--- src/swb_pkg.sv ---
// constants and types for the single-wire bus master
package swb_pkg;

   // ----------------------------------------
   // clock
   // ----------------------------------------
   localparam int CLK_NS = 40;

   // ----------------------------------------
   // bus timing in ns, per speed
   // ----------------------------------------
   localparam int RSTL_STD_NS = 480000;
   localparam int RSTL_HS_NS  = 48000;
   localparam int SLOT_STD_NS = 60000;
   localparam int SLOT_HS_NS  = 12000;
   localparam int LOW_STD_NS  = 1000;
   localparam int LOW_HS_NS   = 200;
   localparam int SAMP_STD_NS = 15000;
   localparam int SAMP_HS_NS  = 3000;
   localparam int REC_STD_NS  = 1000;
   localparam int REC_HS_NS   = 200;

   // ----------------------------------------
   // cycle counts, least times rounded up
   // ----------------------------------------
   localparam logic [13:0] RSTL_STD_CYC = 14'((RSTL_STD_NS + CLK_NS - 1) / CLK_NS);
   localparam logic [13:0] RSTL_HS_CYC  = 14'((RSTL_HS_NS + CLK_NS - 1) / CLK_NS);
   localparam logic [13:0] SLOT_STD_CYC = 14'((SLOT_STD_NS + CLK_NS - 1) / CLK_NS);
   localparam logic [13:0] SLOT_HS_CYC  = 14'((SLOT_HS_NS + CLK_NS - 1) / CLK_NS);
   localparam logic [13:0] LOW_STD_CYC  = 14'((LOW_STD_NS + CLK_NS - 1) / CLK_NS);
   localparam logic [13:0] LOW_HS_CYC   = 14'((LOW_HS_NS + CLK_NS - 1) / CLK_NS);
   localparam logic [13:0] SAMP_STD_CYC = 14'((SAMP_STD_NS + CLK_NS - 1) / CLK_NS);
   localparam logic [13:0] SAMP_HS_CYC  = 14'((SAMP_HS_NS + CLK_NS - 1) / CLK_NS);
   localparam logic [13:0] REC_STD_CYC  = 14'((REC_STD_NS + CLK_NS - 1) / CLK_NS);
   localparam logic [13:0] REC_HS_CYC   = 14'((REC_HS_NS + CLK_NS - 1) / CLK_NS);

   // ----------------------------------------
   // word and identification layout
   // ----------------------------------------
   localparam int          WORD_W      = 32;
   localparam logic [5:0]  LEN_MAX     = 6'h20;
   localparam int          ID_FAM_LSB  = 0;
   localparam int          ID_SER_LSB  = 8;
   localparam int          ID_CRC_LSB  = 56;
   localparam logic [1:0]  BUF_DEPTH   = 2'h2;

   // ----------------------------------------
   // types
   // ----------------------------------------
   typedef enum logic [1:0] {SWB_OP_RESET, SWB_OP_WRITE, SWB_OP_READ} swb_op_t;

   typedef struct packed {
      swb_op_t             op;
      logic                high_speed;
      logic                msb_first;
      logic [5:0]          len;
      logic [WORD_W-1:0]   data;
   } swb_cmd_t;

endpackage : swb_pkg

--- src/swb_master.sv ---
// single-wire bus master: reset/presence, write slots, read slots
//
// Contract
// - two speeds, 1 us and 0.2 us time base; all timing scales. Code scales slots by five but reset low by ten (480 to 48 us).
// - master opens with reset low, 480 us standard or 48 us high.
// - after reset low, master releases the line for the pull-up.
// - slaves wait 15-60 us then drive presence low 60-240 us.
// - each period opens with reset; every slave answers with presence.
// - write or read slots only after presence followed the reset.
// - write slot starts with high-to-low; carries a 0 or a 1.
// - slot lasts at least 60 us, then at least 1 us recovery.
// - slave samples 15-60 us after falling edge; low is 0.
// - read slot starts with low held at least 1 us.
// - slave places read bit within 14 us of slot start.
// - master releases and samples the line from 15 us on.
// - 64-bit id: family byte, 48-bit serial, CRC byte on top.
`timescale 1ns/1ps
module swb_master
   import swb_pkg::*;
#(
   parameter logic [13:0] RST_STD_CYC = RSTL_STD_CYC
)
(
   // clock, reset, enable
   input  wire logic              mclk_in,
   input  wire logic              sys_rst_in,
   input  wire logic              ce_in,
   // command port
   input  wire logic              cmd_valid_in,
   output logic                   cmd_ready_out,
   input  wire swb_cmd_t          cmd_in,
   // read words
   output logic                   rd_valid_out,
   input  wire logic              rd_ready_in,
   output logic [WORD_W-1:0]      rd_data_out,
   // status
   output logic                   presence_out,
   output logic                   done_out,
   output logic                   err_out,
   // bus data line, open drain
   input  wire logic              line_in,
   output logic                   line_out,
   output logic                   line_oe_out
);

   // ----------------------------------------
   // state
   // ----------------------------------------
   typedef enum logic [2:0] {ST_IDLE, ST_RLOW, ST_RREL, ST_SLOW, ST_SHI, ST_REC} swb_st_t;

   swb_st_t           state_r;
   swb_cmd_t          cmd_r;
   logic [13:0]       cnt_r;
   logic [13:0]       age_r;
   logic [5:0]        idx_r;
   logic [WORD_W-1:0] word_r;
   logic              present_r;
   logic              done_r;
   logic              err_r;
   logic              sync1_r;
   logic              sync2_r;

   // ----------------------------------------
   // decode
   // ----------------------------------------
   wire        hs        = cmd_r.high_speed;
   wire [13:0] rst_len   = hs ? RSTL_HS_CYC : RST_STD_CYC;
   wire [13:0] acc_rst   = cmd_in.high_speed ? RSTL_HS_CYC : RST_STD_CYC;
   wire [13:0] slot_len  = hs ? SLOT_HS_CYC : SLOT_STD_CYC;
   wire [13:0] low_len   = hs ? LOW_HS_CYC : LOW_STD_CYC;
   wire [13:0] samp_len  = hs ? SAMP_HS_CYC : SAMP_STD_CYC;
   wire [13:0] rec_len   = hs ? REC_HS_CYC : REC_STD_CYC;
   wire        is_read   = (cmd_r.op == SWB_OP_READ);
   wire        line_s    = sync2_r;
   wire [5:0]  tx_pos    = cmd_r.msb_first ? (cmd_r.len - 6'h1 - idx_r) : idx_r;
   wire        tx_bit    = cmd_r.data[tx_pos[4:0]];
   wire        buf_ready;
   wire        len_ok    = (cmd_in.len != 6'h0) && (cmd_in.len <= LEN_MAX);
   wire        acc       = ce_in && cmd_valid_in && cmd_ready_out;
   wire        acc_rst_c = acc && (cmd_in.op == SWB_OP_RESET);
   wire        acc_ok    = acc && (cmd_in.op != SWB_OP_RESET) && present_r && len_ok
                           && (cmd_in.op != SWB_OP_READ || buf_ready);
   wire        samp_en   = ce_in && (state_r == ST_SHI) && is_read && (age_r == samp_len);
   wire        last_bit  = (idx_r + 6'h1 == cmd_r.len);
   wire        slot_end  = ce_in && (state_r == ST_REC) && (cnt_r == 14'h0);
   wire        push      = slot_end && last_bit && is_read;
   // skip two cycles: the synchroniser still shows the master's own low
   wire        listen    = (state_r == ST_RREL) && (cnt_r <= rst_len - 14'h3);
   wire [WORD_W-1:0] word_nxt = cmd_r.msb_first ? {word_r[WORD_W-2:0], line_s}
                                                : (word_r | ({31'h0, line_s} << idx_r[4:0]));

   assign cmd_ready_out = (state_r == ST_IDLE);
   assign line_out      = 1'b0;
   assign line_oe_out   = (state_r == ST_RLOW) || (state_r == ST_SLOW)
                          || (state_r == ST_SHI && !is_read && !tx_bit);
   assign presence_out  = present_r;
   assign done_out      = done_r;
   assign err_out       = err_r;

   // ----------------------------------------
   // line synchroniser
   // ----------------------------------------
   always_ff @(posedge mclk_in or posedge sys_rst_in)
   begin
      if (sys_rst_in)
      begin
         sync1_r <= 1'b1;
         sync2_r <= 1'b1;
      end
      else if (ce_in)
      begin
         sync1_r <= line_in;
         sync2_r <= sync1_r;
      end
   end

   // ----------------------------------------
   // sequencer
   // ----------------------------------------
   always_ff @(posedge mclk_in or posedge sys_rst_in)
   begin
      if (sys_rst_in)
      begin
         state_r   <= ST_IDLE;
         cmd_r     <= '0;
         cnt_r     <= 14'h0;
         age_r     <= 14'h0;
         idx_r     <= 6'h0;
         word_r    <= '0;
         present_r <= 1'b0;
         done_r    <= 1'b0;
         err_r     <= 1'b0;
      end
      else if (ce_in)
      begin
         done_r <= 1'b0;
         err_r  <= 1'b0;
         age_r  <= age_r + 14'h1;
         case (state_r)
            ST_IDLE:
            begin
               if (acc_rst_c)
               begin
                  cmd_r     <= cmd_in;
                  present_r <= 1'b0;
                  cnt_r     <= acc_rst - 14'h1;
                  state_r   <= ST_RLOW;
               end
               else if (acc_ok)
               begin
                  cmd_r   <= cmd_in;
                  idx_r   <= 6'h0;
                  word_r  <= '0;
                  age_r   <= 14'h0;
                  state_r <= ST_SLOW;
               end
               else if (acc)
                  err_r <= 1'b1;
            end
            ST_RLOW:
            begin
               cnt_r <= cnt_r - 14'h1;
               if (cnt_r == 14'h0)
               begin
                  cnt_r   <= rst_len - 14'h1;
                  state_r <= ST_RREL;
               end
            end
            ST_RREL:
            begin
               cnt_r <= cnt_r - 14'h1;
               if (listen && !line_s)
                  present_r <= 1'b1;
               if (cnt_r == 14'h0)
               begin
                  done_r  <= 1'b1;
                  state_r <= ST_IDLE;
               end
            end
            ST_SLOW:
            begin
               if (age_r == low_len - 14'h1)
                  state_r <= ST_SHI;
            end
            ST_SHI:
            begin
               if (samp_en)
                  word_r <= word_nxt;
               if (age_r == slot_len - 14'h1)
               begin
                  cnt_r   <= rec_len - 14'h1;
                  state_r <= ST_REC;
               end
            end
            ST_REC:
            begin
               cnt_r <= cnt_r - 14'h1;
               if (cnt_r == 14'h0)
               begin
                  idx_r <= idx_r + 6'h1;
                  age_r <= 14'h0;
                  if (last_bit)
                  begin
                     done_r  <= 1'b1;
                     state_r <= ST_IDLE;
                  end
                  else
                     state_r <= ST_SLOW;
               end
            end
            default:
               state_r <= ST_IDLE;
         endcase
      end
   end

   // ----------------------------------------
   // read word buffer
   // ----------------------------------------
   swb_buf u_buf (
      .mclk_in       (mclk_in),
      .sys_rst_in    (sys_rst_in),
      .ce_in         (ce_in),
      .in_valid_in   (push),
      .in_ready_out  (buf_ready),
      .in_data_in    (word_r),
      .out_valid_out (rd_valid_out),
      .out_ready_in  (rd_ready_in),
      .out_data_out  (rd_data_out)
   );

   // ----------------------------------------
   // checks
   // ----------------------------------------
   logic [13:0] run_r;

   always_ff @(posedge mclk_in or posedge sys_rst_in)
   begin
      if (sys_rst_in)
         run_r <= 14'h0;
      else if (ce_in)
         run_r <= line_oe_out ? run_r + 14'h1 : 14'h0;
   end

   a_reset_low_len: assert property (@(posedge mclk_in) disable iff (sys_rst_in)
      (ce_in && state_r == ST_RLOW && cnt_r == 14'h0) |-> (run_r == rst_len - 14'h1))
      else $error("reset low time wrong");

   a_reset_release: assert property (@(posedge mclk_in) disable iff (sys_rst_in)
      (ce_in && state_r == ST_RLOW && cnt_r == 14'h0) |=> !line_oe_out [*2])
      else $error("line not released after reset");

   a_slot_low_min: assert property (@(posedge mclk_in) disable iff (sys_rst_in)
      ($rose(line_oe_out) && ce_in && state_r == ST_SLOW) |-> line_oe_out [*5])
      else $error("slot low too short");

   a_slot_gated: assert property (@(posedge mclk_in) disable iff (sys_rst_in)
      (acc && state_r == ST_IDLE && cmd_in.op != SWB_OP_RESET && !present_r) |=> (state_r == ST_IDLE && err_out))
      else $error("slot started without presence");

   a_slot_length: assert property (@(posedge mclk_in) disable iff (sys_rst_in)
      (ce_in && state_r == ST_SHI && age_r == slot_len - 14'h1) |=> (state_r == ST_REC && !line_oe_out))
      else $error("slot length wrong");

   a_read_sample: assert property (@(posedge mclk_in) disable iff (sys_rst_in)
      samp_en |-> (!line_oe_out && $past(state_r, 1) == ST_SHI && age_r >= SAMP_HS_CYC))
      else $error("read sampled too early or while driving");

   a_write_zero: assert property (@(posedge mclk_in) disable iff (sys_rst_in)
      (ce_in && state_r == ST_SHI && !is_read && !tx_bit && age_r == slot_len - 14'h1)
      |-> (run_r == slot_len - 14'h1))
      else $error("write zero not held low");

   a_speed_scale: assert property (@(posedge mclk_in) disable iff (sys_rst_in)
      (acc_rst_c && cmd_in.high_speed) |=> (cnt_r == RSTL_HS_CYC - 14'h1 && state_r == ST_RLOW))
      else $error("high speed reset length wrong");

   a_presence_seen: assert property (@(posedge mclk_in) disable iff (sys_rst_in)
      (ce_in && listen && !line_s) |=> present_r)
      else $error("presence pulse missed");

endmodule : swb_master

--- src/swb_buf.sv ---
// two-entry buffer with valid and ready on both sides
`timescale 1ns/1ps
module swb_buf
   import swb_pkg::*;
(
   // clock and reset
   input  wire logic              mclk_in,
   input  wire logic              sys_rst_in,
   input  wire logic              ce_in,
   // filling side
   input  wire logic              in_valid_in,
   output logic                   in_ready_out,
   input  wire logic [WORD_W-1:0] in_data_in,
   // draining side
   output logic                   out_valid_out,
   input  wire logic              out_ready_in,
   output logic [WORD_W-1:0]      out_data_out
);

   logic [WORD_W-1:0] head_r;
   logic [WORD_W-1:0] tail_r;
   logic [1:0]        cnt_r;
   logic              push;
   logic              pop;

   assign in_ready_out  = (cnt_r != BUF_DEPTH);
   assign out_valid_out = (cnt_r != 2'h0);
   assign out_data_out  = head_r;
   assign push          = ce_in && in_valid_in && in_ready_out;
   assign pop           = ce_in && out_valid_out && out_ready_in;

   always_ff @(posedge mclk_in or posedge sys_rst_in)
   begin
      if (sys_rst_in)
      begin
         head_r <= '0;
         tail_r <= '0;
         cnt_r  <= 2'h0;
      end
      else if (push && !pop)
      begin
         if (cnt_r == 2'h0)
            head_r <= in_data_in;
         else
            tail_r <= in_data_in;
         cnt_r <= cnt_r + 2'h1;
      end
      else if (pop && !push)
      begin
         head_r <= tail_r;
         cnt_r  <= cnt_r - 2'h1;
      end
      else if (pop && push)
      begin
         head_r <= (cnt_r == 2'h1) ? in_data_in : tail_r;
         tail_r <= in_data_in;
      end
   end

endmodule : swb_buf

--- config.mk ---
export PLATFORM = sky130hd
export DESIGN_NAME = swb_master
export DESIGN_NICKNAME = d
export VERILOG_FILES = /design/src/swb_pkg.sv /design/src/swb_master.sv /design/src/swb_buf.sv
export SDC_FILE = /design/constraint.sdc
export NUM_CORES = 1
export LEC_CHECK = 0
export ABC_AREA = 0
export BUFFER_PORTS_ARGS = -buffer_cell sky130_fd_sc_hd__buf_4
export CAP_MARGIN = 20
export CORE_MARGIN = 2
export CORE_UTILIZATION = 55
export DETAILED_ROUTE_END_ITERATION = 7
export PLACE_DENSITY = 0.74
export SYNTH_ARGS = -nofsm -noshare
export SYNTH_HDL_FRONTEND = slang
export SYNTH_HIERARCHICAL = 1
export SYNTH_SLANG_ARGS = --single-unit
--- constraint.sdc ---
create_clock -name mclk_in -period 9.3 [get_ports mclk_in]
set_input_delay 1.86 -clock mclk_in [delete_from_list [all_inputs] [get_ports mclk_in]]
set_output_delay 1.86 -clock mclk_in [all_outputs]
set_load 0.005 [all_outputs]
==> results.sh <==
export IMPL_rsz0062_at_grt="no"
export IMPL_synth_commonest_cells="sky130_fd_sc_hd__dfrtp_1, sky130_fd_sc_hd__o21ai_0, sky130_fd_sc_hd__a21oi_1"
export IMPL_cap_violations=0
export IMPL_timing_critical_path_to_type="output pin"
export IMPL_cts_root_buffer="sky130_fd_sc_hd__clkbuf_16"
export IMPL_die_height_um=139
export IMPL_synth_enable_flop_cells=0
export IMPL_fp_dieW_um=139
export IMPL_grt_pass1_vias=7866
export IMPL_worst_r2r_cell_count=12
export IMPL_buffer_ports_inserted=85
export IMPL_hold_path_startpoint="cmd_r[41]$_DFFE_PP0P_"
export IMPL_final_antenna_net_count=0
export IMPL_finalHoldViolCount=0
export IMPL_clock_tree_from_tritoncts="built"
export IMPL_cellPowerDensity_mw_per_mm2=185
export IMPL_ys_dominant_reg_cell="sky130_fd_sc_hd__dfrtp_1"
export IMPL_netlist_cell_type_count=77
export IMPL_grt_start_max_net_pins=68
export IMPL_finalSetupViolations=0
export IMPL_min_path_cells=2
export IMPL_grt_usage_pct=25.6
export IMPL_skew_ns=0.0106
export IMPL_worst_ep_required_time_ns=7.44
export IMPL_maxSlewViolCount=0
export IMPL_worst_r2r_src="cnt_r[7]$_DFFE_PP0P_"
export IMPL_average_vias_per_placed_instance=6.42
export IMPL_initial_core_utilization_pct=56.1
export IMPL_syn_num_nets=1052
export IMPL_fmax_mhz=184
export IMPL_number_of_synthesis_warnings=6
export IMPL_syn_to_final_growth_pct=13.1
export IMPL_layout_min_cycle_time_ns=5.45
export IMPL_setup_tns_ns=0
export IMPL_post_synth_inst_count=979
export IMPL_wire_length_of_the_first_global_routing_pass_um=40900
export IMPL_stdcell_count=1270
export IMPL_p_leak_nw=5.32
export IMPL_worst_r2r_setup_slack_ns=5.22
export IMPL_worst_hold_slack_ns=0.498
export IMPL_cts_repair_resized=0
export IMPL_cts_sinks=182
export IMPL_insertedDiodeCount=0
export IMPL_run_status="completed"
export IMPL_synth_seq_cells=182
export IMPL_grt_overflow_total=0
export IMPL_relSlewSlack_pct=32.4
export IMPL_place_congestion=0.901
export IMPL_avgSynthCellArea_sq_um=10.3
export IMPL_ys_top_cells_by_area="sky130_fd_sc_hd__dfrtp_1, sky130_fd_sc_hd__o21ai_0, sky130_fd_sc_hd__mux2_2"
export IMPL_ioPinCount=87
export IMPL_arrival_time_reported_for_the_critical_path_endpoint_ns=3.59
export IMPL_wirelength_um=24500
export IMPL_critical_path_reg2reg_endpoint="u_buf/out_data_out[3]$_DFFE_PP0P_"
export IMPL_core_sq_mm=0.0180
export IMPL_cts_htree_levels=4
export IMPL_synth_top_area_share_pct=44.7
export IMPL_timing_setup_critical_path_class="register to output pin"
export IMPL_post_place_cells=1236
export IMPL_yosysTopAreaCell="sky130_fd_sc_hd__dfrtp_1"
export IMPL_most_frequently_used_cell_type_in_the_post_synthesis_netlist="sky130_fd_sc_hd__dfrtp_1"
export IMPL_hpwl_um=15800
export IMPL_detailroute_via_count=8157
export IMPL_period_share_pct=58.6
export IMPL_drt_iter0_drc=707
export IMPL_postCtsSetupBuffers=0
export IMPL_async_flop_share_pct=100
export IMPL_hold_end="cmd_r[41]$_DFFE_PP0P_"
export IMPL_hold_fix_buffers_cts=0
export IMPL_clkTransAtPathRegs_ns=0.06
export IMPL_ir_worst_vdd_uv=159
export IMPL_avgRoutedWirePerCell_um=19.3
export IMPL_detail_route_first_pass_iterations=5
export IMPL_floorplan_die_area_sq_mm=0.0194
export IMPL_report_power_total_w=0.00211
export IMPL_finalNetCount=1101
export IMPL_drcViolationCount=0
export IMPL_cts_path_max_buffers=2
export IMPL_tightest_slew_ns=0.986
export IMPL_min_path_type="register to register"
export IMPL_number_of_antenna_violations_at_the_first_check_in_global_routing=0
export IMPL_rows=49
export IMPL_clk_insertion_delay_late_ns=0.44
export IMPL_startpoint_type="register"
export IMPL_proportion_of_layout_cells_with_a_drive_suffix_above_1_pct=22.5
export IMPL_synth_seq_area_share_pct=45.2
export IMPL_synthesis_area_sq_mm=0.0101
export IMPL_worstPathMaxFanout=8
export IMPL_cts_made_buffers=17
[worst max-delay path, stage by stage (launching register included)]
cell and delay (ns):
sky130_fd_sc_hd__dfrtp_1 0.49, sky130_fd_sc_hd__clkinv_1 0.26, sky130_fd_sc_hd__ha_1 0.27, sky130_fd_sc_hd__fa_1 0.48, sky130_fd_sc_hd__mux2i_1 0.29, sky130_fd_sc_hd__buf_4 0.25, sky130_fd_sc_hd__mux2i_1 0.20, sky130_fd_sc_hd__a22oi_1 0.10
sky130_fd_sc_hd__and4b_1 0.22, sky130_fd_sc_hd__o41ai_1 0.41, sky130_fd_sc_hd__buf_4 0.18
[cells in the final DEF (no fill, tap or decap), types with 12 or more instances in the layout]
master / Yosys / routed
sky130_fd_sc_hd__nand2_1: 44 / 44
sky130_fd_sc_hd__xor2_1: 12 / 12
sky130_fd_sc_hd__buf_4: 2 / 100
sky130_fd_sc_hd__nor3_1: 15 / 15
sky130_fd_sc_hd__a311oi_1: 32 / 32
sky130_fd_sc_hd__mux2_2: 46 / 46
sky130_fd_sc_hd__ha_1: 24 / 24
sky130_fd_sc_hd__inv_1: 28 / 26
sky130_fd_sc_hd__o21ai_0: 104 / 104
sky130_fd_sc_hd__a21oi_1: 85 / 85
sky130_fd_sc_hd__nor2_1: 40 / 40
sky130_fd_sc_hd__o31ai_1: 15 / 15
sky130_fd_sc_hd__dfrtp_1: 180 / 180
sky130_fd_sc_hd__a21o_1: 12 / 12
sky130_fd_sc_hd__mux2i_1: 20 / 20
sky130_fd_sc_hd__mux2_4: 30 / 30
sky130_fd_sc_hd__nand3_1: 19 / 19
sky130_fd_sc_hd__a2bb2oi_1: 32 / 32
sky130_fd_sc_hd__clkbuf_16: 0 / 17
[registers in the layout, indices dropped and copies added (netlist names), 2 cells and up]
| name | count |
|---|---|
| u_buf/out_data_out | 32 |
| idx_r | 6 |
| u_buf/tail_r | 32 |
| cnt_r | 14 |
| cmd_r | 41 |
| state_r | 3 |
| word_r | 32 |
| age_r | 14 |
| u_buf/cnt_r | 2 |
[per-layer routing]
| metal | vias to the layer above | part of all wire, % | track usage (%) |
|---|---|---|---|
| li1 | 3782 | - | - |
| met1 | 4047 | 46 | 37.8 |
| met5 | - | 0 | 0 |
| met3 | 32 | 6.0 | 4.20 |
| met4 | 0 | 1.9 | 8.24 |
| met2 | 296 | 46 | 39.0 |
[layout make-up]
cell class	instances	area, sq um
Fill cell	1475	6570
Multi-Input combinational cell	696	5100
Sequential cell	182	4560
Timing Repair Buffer	101	766
Clock buffer	19	433
Tap cell	229	287
Clock inverter	13	139
Inverter	30	115
[report_power, final]
part           leakage (nW)  total (W)  internal [W]  switching (W)
clock network         0.274   0.000710      0.000378       0.000333
logic                  2.62   0.000441      0.000227       0.000214
registers              2.42   0.000959      0.000885      0.0000741
total                  5.32    0.00211       0.00149       0.000621
[how the worst max path moves through the flow]
stage,from,end,slack (ns),depth (start not counted)
floorplan,sys_rst_in,age_r[0]$_DFFE_PP0P_,4.37,1
detailed placement,idx_r[0]$_DFFE_PP0P_,line_oe_out,3.99,9
finish,idx_r[0]$_DFFE_PP0P_,line_oe_out,3.85,10
global route,idx_r[0]$_DFFE_PP0P_,line_oe_out,3.64,10
global placement,idx_r[0]$_DFFE_PP0P_,line_oe_out,4.08,9
CTS,idx_r[0]$_DFFE_PP0P_,line_oe_out,3.50,9
[metrics by stage]
stage,worst slack (ns),util (%),instance area [sq um]
global route,3.64,63.4,11400
global placement,4.08,60.1,10800
floorplan,4.37,-,10100
CTS,3.50,63.3,11400
detailed placement,3.99,60.1,10800
finish,3.85,63.4,11400
[cells by family after synthesis]
logic type	after synthesis	synth area share, %
AND/OR/NAND/NOR	204	11.1
multiplexers	97	11.7
flip-flops	182	45.2
other	1	0.0372
adder cells (fa/ha/maj)	25	3.18
AO/OA/AOI/OAI	350	22.7
buffers and inverters	101	4.42
XOR/XNOR	19	1.65
Note: power is estimated with default switching activity, not from simulation.
